==> src/include/dsfr_pkg.sv <==
// =============================================================
// Shared constants for the pixel link and its feature register.
// =============================================================
package dsfr_pkg;

   // =============================================================
   // Register map, reached over AHB-Lite at the serializer end.
   // =============================================================
   localparam logic [7:0]  DSFR_IDX_FEATURES_TWO = 8'h03;                // Printed register index.
   localparam logic [7:0]  DSFR_IDX_MODE         = 8'h00;                // Holds the slow range bit.
   localparam logic [7:0]  DSFR_IDX_STATUS       = 8'h04;                // Deserializer status mirror.
   localparam logic [31:0] DSFR_ADDR_FEATURES    = 32'h0000000c;         // Four times the index.
   localparam logic [31:0] DSFR_ADDR_MODE        = 32'h00000000;
   localparam logic [31:0] DSFR_ADDR_STATUS      = 32'h00000010;
   localparam logic [7:0]  DSFR_FEATURES_RST     = 8'h00;
   localparam logic [7:0]  DSFR_MODE_RST         = 8'h00;
   localparam logic [7:0]  DSFR_FEATURES_WMASK   = 8'hf7;                // Bit 3 is reserved.
   localparam int          DSFR_GAIN_MSB         = 7;
   localparam int          DSFR_GAIN_LSB         = 5;
   localparam int          DSFR_BOOST_BIT        = 4;
   localparam int          DSFR_SPREAD_MSB       = 2;
   localparam int          DSFR_SLOW_BIT         = 7;

   // =============================================================
   // Spread clock modulation dividers, in output clock periods.
   // =============================================================
   localparam int DSFR_DIV_FAST_LOW  = 2168;
   localparam int DSFR_DIV_FAST_101  = 21300;
   localparam int DSFR_DIV_FAST_HIGH = 1300;
   localparam int DSFR_DIV_SLOW_LOW  = 625;
   localparam int DSFR_DIV_SLOW_HIGH = 385;

   // Deviation in hundredths of a percent, indexed by code.
   localparam logic [7:0] DSFR_DEV_FAST [8] = '{8'd0, 8'd90, 8'd120, 8'd190, 8'd230, 8'd70, 8'd130, 8'd157};
   localparam logic [7:0] DSFR_DEV_SLOW [8] = '{8'd0, 8'd70, 8'd130, 8'd180, 8'd220, 8'd70, 8'd120, 8'd170};

   // =============================================================
   // Link payload and framing.
   // =============================================================
   localparam int          DSFR_COLOR_W      = 24;
   localparam int          DSFR_WORD_W       = 32;                        // Colour, three controls, five spare bits; the write flag travels on ctl_write.
   localparam int          DSFR_GP_MAX       = 6;
   localparam int          DSFR_PCLK_MIN_MHZ = 5;
   localparam int          DSFR_PCLK_MAX_MHZ = 50;
   localparam int          DSFR_HCLK_MHZ     = 200;
   localparam int          DSFR_PCLK_DIV_MIN = DSFR_HCLK_MHZ / DSFR_PCLK_MAX_MHZ;  // 4 cycles at 50 MHz.
   localparam int          DSFR_PCLK_DIV_MAX = DSFR_HCLK_MHZ / DSFR_PCLK_MIN_MHZ;  // 40 cycles at 5 MHz.

   typedef enum logic [1:0] {DSFR_BUS_IDLE, DSFR_BUS_DATA} dsfr_bus_e;

endpackage : dsfr_pkg

==> src/include/dsfr_link_if.sv <==
`timescale 1ns/1ps
`default_nettype none
// =============================================================
// Serial link between the host end and the display end.
// =============================================================
interface dsfr_link_if;
   logic        pclk_en;     // One-cycle pixel strobe.
   logic [31:0] word;        // Colour, controls, or a register write.
   logic        ctl_write;   // Word carries a control-bus register write.
   logic [7:0]  status;      // Back channel: register readback.

   modport host (output pclk_en, output word, output ctl_write, input status);
   modport dev  (input pclk_en, input word, input ctl_write, output status);
endinterface : dsfr_link_if
`default_nettype wire

==> src/core/dsfr_des_end.sv <==
`timescale 1ns/1ps
`default_nettype none
// =============================================================
// Functional notes
// - Slow bit 0, codes 1-4, /2168 modulation.
// - Slow bit 0, codes 5 /21300, 6-7 /1300.
// - Slow bit 1, codes 1-4, /625 modulation.
// - Slow bit 1, codes 5-7, /385 modulation.
// - Carry 24 colour bits with pixel clock.
// - Carry and reproduce vertical, horizontal, active.
// - Pixel clock stays within 5 to 50 MHz.
// - Narrow colour frees bits for general purpose.
// - Slow range bit selects code interpretation.
// =============================================================
module dsfr_des_end
   import dsfr_pkg::*;
(
   input  wire logic        hclk,
   input  wire logic        hresetn,
   dsfr_link_if.dev         link,
   input  wire logic        narrow_color,
   output logic [23:0]      pix_color,
   output logic             vertical_sync,
   output logic             horizontal_sync,
   output logic             pixel_active,
   output logic             pix_valid,
   output logic [5:0]       gp_out,
   output logic [2:0]       input_boost_gain,
   output logic             input_boost_on,
   output logic [2:0]       spread_select_field,
   output logic             slow_pixel_range,
   output logic             spread_on,
   output logic [7:0]       spread_dev_hundredths,
   output logic             spread_mod_tick
);

   // =============================================================
   // Registers written through the link's control words.
   // =============================================================
   logic [7:0] features_r;
   logic [7:0] mode_r;
   wire  [7:0] w_idx = link.word[15:8];
   wire  [7:0] w_dat = link.word[7:0];
   wire        w_hit = link.pclk_en && link.ctl_write;
   always_ff @(posedge hclk or negedge hresetn)
      if (!hresetn)
      begin
         features_r <= DSFR_FEATURES_RST;
         mode_r     <= DSFR_MODE_RST;
      end
      else if (w_hit)
      begin
         // gain field and enable, reserved bit kept zero.
         if (w_idx == DSFR_IDX_FEATURES_TWO)
            features_r <= w_dat & DSFR_FEATURES_WMASK;
         if (w_idx == DSFR_IDX_MODE)
            mode_r <= w_dat;
      end
   assign link.status = features_r;

   assign input_boost_gain    = features_r[DSFR_GAIN_MSB:DSFR_GAIN_LSB];
   assign input_boost_on      = features_r[DSFR_BOOST_BIT];
   assign spread_select_field = features_r[DSFR_SPREAD_MSB:0];
   // slow range bit from the mode register.
   assign slow_pixel_range    = mode_r[DSFR_SLOW_BIT];

   // =============================================================
   // Spread clock: deviation and modulation divider per code.
   // =============================================================
   logic [14:0] mod_div;
   always_comb
   begin
      mod_div = 15'(DSFR_DIV_FAST_LOW);
      if (slow_pixel_range)
         mod_div = spread_select_field[2] && (spread_select_field[1:0] != 2'b00) ?
                   15'(DSFR_DIV_SLOW_HIGH) : 15'(DSFR_DIV_SLOW_LOW);
      else
         case (spread_select_field)
            // code 5 uses the printed long divider, 6 and 7 the short.
            3'h5:    mod_div = 15'(DSFR_DIV_FAST_101);
            3'h6,
            3'h7:    mod_div = 15'(DSFR_DIV_FAST_HIGH);
            // codes 1-4 at the common divider.
            default: mod_div = 15'(DSFR_DIV_FAST_LOW);
         endcase
   end
   assign spread_on             = (spread_select_field != 3'h0);
   assign spread_dev_hundredths = slow_pixel_range ? DSFR_DEV_SLOW[spread_select_field]
                                                   : DSFR_DEV_FAST[spread_select_field];

   // Modulation tick counts output pixel strobes; idle when off.
   logic [14:0] mod_cnt_r;
   wire         mod_end = (mod_cnt_r >= mod_div - 15'h0001);
   always_ff @(posedge hclk or negedge hresetn)
      if (!hresetn)
      begin
         mod_cnt_r       <= 15'h0000;
         spread_mod_tick <= 1'b0;
      end
      else
      begin
         spread_mod_tick <= spread_on && link.pclk_en && mod_end;
         if (!spread_on)
            mod_cnt_r <= 15'h0000;
         else if (link.pclk_en)
            mod_cnt_r <= mod_end ? 15'h0000 : mod_cnt_r + 15'h0001;
      end

   // =============================================================
   // Pixel output: colour, controls, general purpose bits.
   // =============================================================
   always_ff @(posedge hclk or negedge hresetn)
      if (!hresetn)
      begin
         pix_color       <= 24'h000000;
         vertical_sync   <= 1'b0;
         horizontal_sync <= 1'b0;
         pixel_active    <= 1'b0;
         pix_valid       <= 1'b0;
         gp_out          <= 6'h00;
      end
      else
      begin
         pix_valid <= link.pclk_en && !link.ctl_write;
         if (link.pclk_en && !link.ctl_write)
         begin
            pix_color       <= link.word[23:0];
            vertical_sync   <= link.word[24];
            horizontal_sync <= link.word[25];
            pixel_active    <= link.word[26];
            // general purpose bits in narrow colour use.
            gp_out          <= narrow_color ? {link.word[17:16], link.word[9:8], link.word[1:0]} : 6'h00;
         end
      end
endmodule : dsfr_des_end
`default_nettype wire

==> src/flat_wrapper.sv <==
// flat-port wrapper written by rule: the top's interface ports become plain ports
module dsfr_des_end_flat import dsfr_pkg::*;
  (hclk, hresetn, narrow_color, pix_color, vertical_sync, horizontal_sync, pixel_active, pix_valid, gp_out, input_boost_gain, input_boost_on, spread_select_field, slow_pixel_range, spread_on, spread_dev_hundredths, spread_mod_tick, link_pclk_en, link_word, link_ctl_write, link_status);
  dsfr_link_if link_i ();
  input  wire logic hclk;
  input  wire logic hresetn;
  input  wire logic narrow_color;
  output logic [23:0] pix_color;
  output logic vertical_sync;
  output logic horizontal_sync;
  output logic pixel_active;
  output logic pix_valid;
  output logic [5:0] gp_out;
  output logic [2:0] input_boost_gain;
  output logic input_boost_on;
  output logic [2:0] spread_select_field;
  output logic slow_pixel_range;
  output logic spread_on;
  output logic [7:0] spread_dev_hundredths;
  output logic spread_mod_tick;
  input wire logic [$bits(link_i.pclk_en)-1:0] link_pclk_en;
  input wire logic [$bits(link_i.word)-1:0] link_word;
  input wire logic [$bits(link_i.ctl_write)-1:0] link_ctl_write;
  output wire logic [$bits(link_i.status)-1:0] link_status;
  assign link_i.pclk_en = link_pclk_en;
  assign link_i.word = link_word;
  assign link_i.ctl_write = link_ctl_write;
  assign link_status = link_i.status;
  dsfr_des_end u_core (.hclk(hclk), .hresetn(hresetn), .link(link_i), .narrow_color(narrow_color), .pix_color(pix_color), .vertical_sync(vertical_sync), .horizontal_sync(horizontal_sync), .pixel_active(pixel_active), .pix_valid(pix_valid), .gp_out(gp_out), .input_boost_gain(input_boost_gain), .input_boost_on(input_boost_on), .spread_select_field(spread_select_field), .slow_pixel_range(slow_pixel_range), .spread_on(spread_on), .spread_dev_hundredths(spread_dev_hundredths), .spread_mod_tick(spread_mod_tick));
endmodule
==> config.mk <==
export PLATFORM = sky130hd
export DESIGN_NAME = dsfr_des_end_flat
export DESIGN_NICKNAME = d
export VERILOG_FILES = /design/src/include/dsfr_pkg.sv /design/src/include/dsfr_link_if.sv /design/src/core/dsfr_des_end.sv /design/src/flat_wrapper.sv
export SDC_FILE = /design/constraint.sdc
export NUM_CORES = 1
export LEC_CHECK = 0
export BUFFER_PORTS_ARGS = -buffer_cell sky130_fd_sc_hd__buf_2
export CAP_MARGIN = 5
export CORE_MARGIN = 2
export CORE_UTILIZATION = 41
export DETAILED_ROUTE_END_ITERATION = 12
export PLACE_DENSITY = 0.67
export SKIP_CTS_REPAIR_TIMING = 1
export SLEW_MARGIN = 5
export SYNTH_ARGS = -nofsm -noshare
export SYNTH_HDL_FRONTEND = slang
export SYNTH_SLANG_ARGS = --single-unit
==> constraint.sdc <==
create_clock -name hclk -period 2.4 [get_ports hclk]
set_input_delay 0.24 -clock hclk [delete_from_list [all_inputs] [get_ports hclk]]
set_output_delay 0.24 -clock hclk [all_outputs]
set_load 0.05 [all_outputs]
After elaboration in Yosys (flattened, before gate mapping)
Memories as Yosys holds them, arrays and structs flattened.
Index checks and enable logic that the tools add are counted.
{ "totals": {"reg_bits": 65, "romBits": 128, "input_bits": 37, "mem_count": 2} }
{ "op_classes": {"addsub": 2, "n_lt_le_gt_ge": 2, "eq_ne": 5, "muxes": 12, "bitwise": 1, "reduce_logical": 12} }
{ "mem_list": {"columns": ["memory", "words", "word_bits", "rd", "rd_ports_with_merged_regs", "write_ports", "line", "text"], "rows": [
  ["(name not given)", 8, 8, 1, 0, 0, "dsfr_des_end.sv:89", ": DSFR_DEV_FAST[spread_select_field];"],
  ["(name not given)", 8, 8, 1, 0, 0, "dsfr_des_end.sv:88", "assign spread_dev_hundredths = slow_pixel_range ? DSFR_DEV_SLOW[spread_select_field]"]
]} }
{ "ops": {"columns": ["operator", "count"], "rows": [
  ["$mux 15", 4],
  ["$mux 8", 5],
  ["$pmux 15 s2", 1],
  ["$add 15x1->15 const B", 1],
  ["$ge 15x15->1", 1],
  ["$sub 15x1->15 const B", 1],
  ["$mux 10", 1],
  ["$eq 3x3->1 const B", 3],
  ["$eq 8x2->1 const B", 1],
  ["$logic_not 8->1", 1],
  ["$mux 6", 1],
  ["$logic_and 1x1->1", 5],
  ["$ge 4x4->1 const B", 1],
  ["$not 3->4", 1],
  ["$reduce_and 2->1", 2],
  ["$reduce_bool 3->1", 1],
  ["$ne 2x2->1 const B", 1],
  ["$reduce_bool 2->1", 1],
  ["$reduce_or 2->1", 1],
  ["$logic_not 1->1", 1]
]} }

Longest topological paths before layout
{ "depth": {"word_depth": 9, "ltp_mapped": 14, "ltp_nobuf": 12} }

Worst setup path after synthesis
OpenSTA, ideal clock, no wires.
{ "synth_path": {"path_type": "flip-flop to flip-flop", "from": "register u_core.features_r[1], in the netlist u_core.link.status[1]", "to": "register u_core.mod_cnt_r[6]", "setup_time_ps": 83, "arrival_ps": 2971, "required_ps": 2317, "path_slack_ps": -654, "path_stages_with_launch": 13, "n_path_buf": 1, "synth_period_minus_slack_ps": 3054, "cell_sequence": "dfrtp_1 > inv_1 > ha_1 > o311ai_0 > inv_1 > ha_1 > a21oi_1 > o21ai_0 > o21ai_1 > nand3_1 > buf_2 > or3_1 > o21ai_0"} }
{ "synth_via": {"elab_chain_cells": 9, "elab_cells_between_ends": 16} }
{ "synth_rtl": {"columns": ["item", "line", "text"], "rows": [
  ["start, declared", "dsfr_des_end.sv:40", "logic [7:0] features_r;"],
  ["start signal, assigned", "dsfr_des_end.sv:55", "features_r <= w_dat & DSFR_FEATURES_WMASK;"],
  ["$eq 3x3->1 / $reduce_bool 2->1 (equally long branches)", "dsfr_des_end.sv:78, dsfr_des_end.sv:75", null],
  ["$reduce_or 2->1 / $logic_and 1x1->1 (equally long branches)", "dsfr_des_end.sv:78, dsfr_des_end.sv:75", null],
  ["$pmux 15 s2 / $mux 10 (equally long branches)", "dsfr_des_end.sv:78, dsfr_des_end.sv:75", null],
  ["$mux 15", "dsfr_des_end.sv:74", "if (slow_pixel_range)"],
  ["$sub 15x1->15", "dsfr_des_end.sv:93", "wire mod_end = (mod_cnt_r >= mod_div - 15'h0001);"],
  ["$ge 15x15->1", "dsfr_des_end.sv:93", null],
  ["$mux 15", "dsfr_des_end.sv:106", "mod_cnt_r <= mod_end ? 15'h0000 : mod_cnt_r + 15'h0001;"],
  ["$mux 15", "dsfr_des_end.sv:105", "else if (link.pclk_en)"],
  ["$mux 15", "dsfr_des_end.sv:103", "if (!spread_on)"],
  ["end signal, assigned", "dsfr_des_end.sv:106", null],
  ["end, declared", "dsfr_des_end.sv:92", "logic [14:0] mod_cnt_r;"]
]} }
Several ways; a longest one is shown, not always the timed one. The select of a mux whose other input is x is not followed.
A chain may end at the register's enable or synchronous reset.

Worst setup path after layout
{ "layout_path": {"from": "register u_core.features_r[0], in the netlist u_core.link.status[0]", "to": "register u_core.mod_cnt_r[12]"} }
Same word-level chain as after synthesis.

==> results.yml <==
outcome:
  status: "finished, violations left"
  violations: "setup timing"
clock_network:
  root_buffer: "clkbuf_8"
  cts_made_buffers: 9
  clk_latency_ns: 0.33
  clk_path_buf_depth: 2
  htreeDepth: 3
  path_clk_slew_ns: 0.07
  cts.sinks: 58
  cts_tree: "done"
pwr:
  p_leak_nw: 2.00
  peakVddDrop_v: 0.000520
  power_density_nw_per_um2: 701
die:
  io_pins: 97
  die_area_um2: 8330
  coreArea_um2: 7330
  dieHeight_um: 91.3
  start_util_pct: 42.6
  die_x_um: 91.3
  row_count: 31
sta:
  tightest_slew_ns: 1.31
  max_freq_mhz: 411
  rsz0062_at_grt: "yes"
  hold_violations: 0
  whs_ns: 0.129
  finalSetupViolCount: 11
  fin_ws_ns: -0.0358
  maxSlewViolCount: 0
  min_period_ns: 2.44
  slew_headroom_pct: 12.7
  finalCritPeriodShare_pct: 101
  skew_ns: 0.00677
global_route:
  grt_pass1_vias: 2624
  grt_first_pass_wirelength_um: 12000
  grtUsageTotal_pct: 18.0
  antenna_found_initial: 0
  grt_max_degree: 38
  grt_overflow_total: 0
yosys:
  synth.avg_cell_area_um2: 9.98
  async_flop_share_pct: 100
  syn_inst: 313
  synth-main-ff-cell: "dfrtp_1"
  yosys_warnings: 0
  ys_types: 40
  ys_top_cells_by_area: "dfrtp_1 (46%), mux2_2 (12%), ha_1 (8.8%)"
  synth_area_um2: 3120
  seq_area_frac_synth_pct: 46.5
  ys_ff_latch: 58
  yosysMostFrequentCell: "dfrtp_1"
  synth_area_leader_cell: "dfrtp_1"
  synth_edf_count: 0
  synth_commonest_cells: "dfrtp_1 (58), nand2_1 (53), mux2_2 (32)"
  synth_top_area_share_pct: 46.5
place:
  preCtsSetupSlack_ns: -0.0783
  gp_congestion: 0.860
  numPortBuffers: 90
  hpwl_um: 5360
route:
  dr.pass1.iters: 4
  dr_total_vias: 2678
  via_per_inst: 5.15
  ant_nets: 0
  wirelength_um: 7460
  avgRoutedWirePerCell_um: 14.3
  drc: 0
  drt_iter0_drc: 108
setup_path:
  required_ns: 2.60
  path_class: "flip-flop to flip-flop"
  r2r_cells: 11
  path_max_fanout: 5
  start_kind: "flip-flop"
  r2r_end: "u_core.mod_cnt_r[12]$_DFFE_PN0P_"
  reg2reg_from: "u_core.link.status[0]$_DFFE_PN0P_"
  endpoint_kind: "flip-flop"
  worst_ep_arrival_time_ns: 2.64
  reg2reg_setup_slack_ns: -0.04
layout:
  drive_above_1_share_pct: 48.7
  syn_to_final_growth_pct: 36.7
  seqCellArea_um2: 1460
  n_antenna_cell: 0
  fill_cells: 662
  multi_input_area_um2: 1770
  nNetsFinal: 476
hold_path:
  hold_class: "input port to flip-flop"
  min_path_cells: 2
  hold_start: "link_word[3]"
  hold_path_end: "u_core.pix_color[3]$_DFFE_PN0P_"
job:
  cap_violations: 0
## state kept, by name (all words and copies together) (netlist names)
register                cells
u_core.pix_color           24
u_core.mod_cnt_r           15
u_core.vertical_sync        1
u_core.gp_out               6
u_core.link.status          7
u_core.pixel_active         1
u_core.spread_mod_tick      1
u_core.horizontal_sync      1
u_core.pix_valid            1
u_core.mode_r               1
## cells by family (layout without fill, tap and decap cells)
logic type               after synthesis  in the layout  share of synthesized area [%]
XOR/XNOR                               1              1                          0.280
adder cells (fa/ha/maj)               22             22                           8.81
multiplexers                          34             34                           12.2
flip-flops                            58             58                           46.5
other                                  2              3                          0.240
AND/OR/NAND/NOR                      104            104                           15.6
buffers and inverters                 32            139                           5.33
AO/OA/AOI/OAI                         60             60                           11.1
## worst max-delay path, cell delays in order, from the launching register on
cell and delay [ns]:
dfrtp_4 0.50, ha_4 0.19, o21ai_2 0.12, nand2_2 0.11, ha_4 0.28, nand4_1 0.18
nor3_4 0.28, a21oi_2 0.11, and3_4 0.22, clkbuf_16 0.16, nand3_2 0.07, o311ai_2 0.09
## layout by cell type (no fill, tap or decap), drive strengths merged, types with 2 or more instances in the layout
cell	instances
a21oi	20
and3	2
buf	109
bufinv	2
clkbuf	10
clkinv	4
conb	3
dfrtp	58
ha	22
inv	12
mux2	32
mux2i	2
nand2	53
nand2b	3
nand3	15
nand4	4
nor2	11
nor2b	4
nor3	4
nor4b	2
o21ai	26
o311ai	6
or3	3
## layer usage
layer	vias to the layer above	GRT usage [%]	part of all wire (%)
met1	1311	21.4	42
met5	-	0	0
met4	0	7.32	1.8
met3	10	5.39	5.4
li1	1293	-	-
met2	64	30.4	50
## worst max path at each step
stage	startpoint	end	slack, ns	cells after the start
floorplan	u_core.link.status[1]$_DFFE_PN0P_	u_core.mod_cnt_r[1]$_DFFE_PN0P_	-0.08	12
detailed placement	u_core.link.status[1]$_DFFE_PN0P_	u_core.mod_cnt_r[11]$_DFFE_PN0P_	-0.08	11
CTS	u_core.link.status[1]$_DFFE_PN0P_	u_core.mod_cnt_r[11]$_DFFE_PN0P_	-0.09	11
global route	u_core.link.status[0]$_DFFE_PN0P_	u_core.mod_cnt_r[4]$_DFFE_PN0P_	-0.14	12
finish	u_core.link.status[0]$_DFFE_PN0P_	u_core.mod_cnt_r[12]$_DFFE_PN0P_	-0.04	11
global placement	u_core.link.status[0]$_DFFE_PN0P_	u_core.mod_cnt_r[13]$_DFFE_PN0P_	-0.02	10
## metrics by stage
step | cells | TNS (ns) | total power, mW | utilization (%) | area [um2]
floorplan | 314 | -0.487 | 1.78 | - | 3220
global placement | 500 | -0.0800 | 1.98 | 51.5 | 3770
detailed placement | 500 | -0.427 | 2.00 | 51.5 | 3770
CTS | 515 | -0.556 | 2.96 | 54.3 | 3980
global route | 520 | -1.44 | 3.12 | 58.2 | 4270
finish | 520 | -0.244 | 2.99 | 58.2 | 4270
## power breakdown
group / total, mW / switching (mW) / internal, mW
registers: 1.17 / 0.0842 / 1.08
clock network: 0.964 / 0.391 / 0.573
logic: 0.858 / 0.594 / 0.263
## cell type report
cell class / instances / share of cell area [%]
well taps: 99 / 2.90
repair buffers: 111 / 15.3
flip-flops and latches: 58 / 34.2
clock inverters: 6 / 1.93
multi-input cells: 224 / 41.4
inverters: 13 / 1.26
clock buffers: 9 / 2.90
No activity file was read; power rests on OpenSTA's default activity.
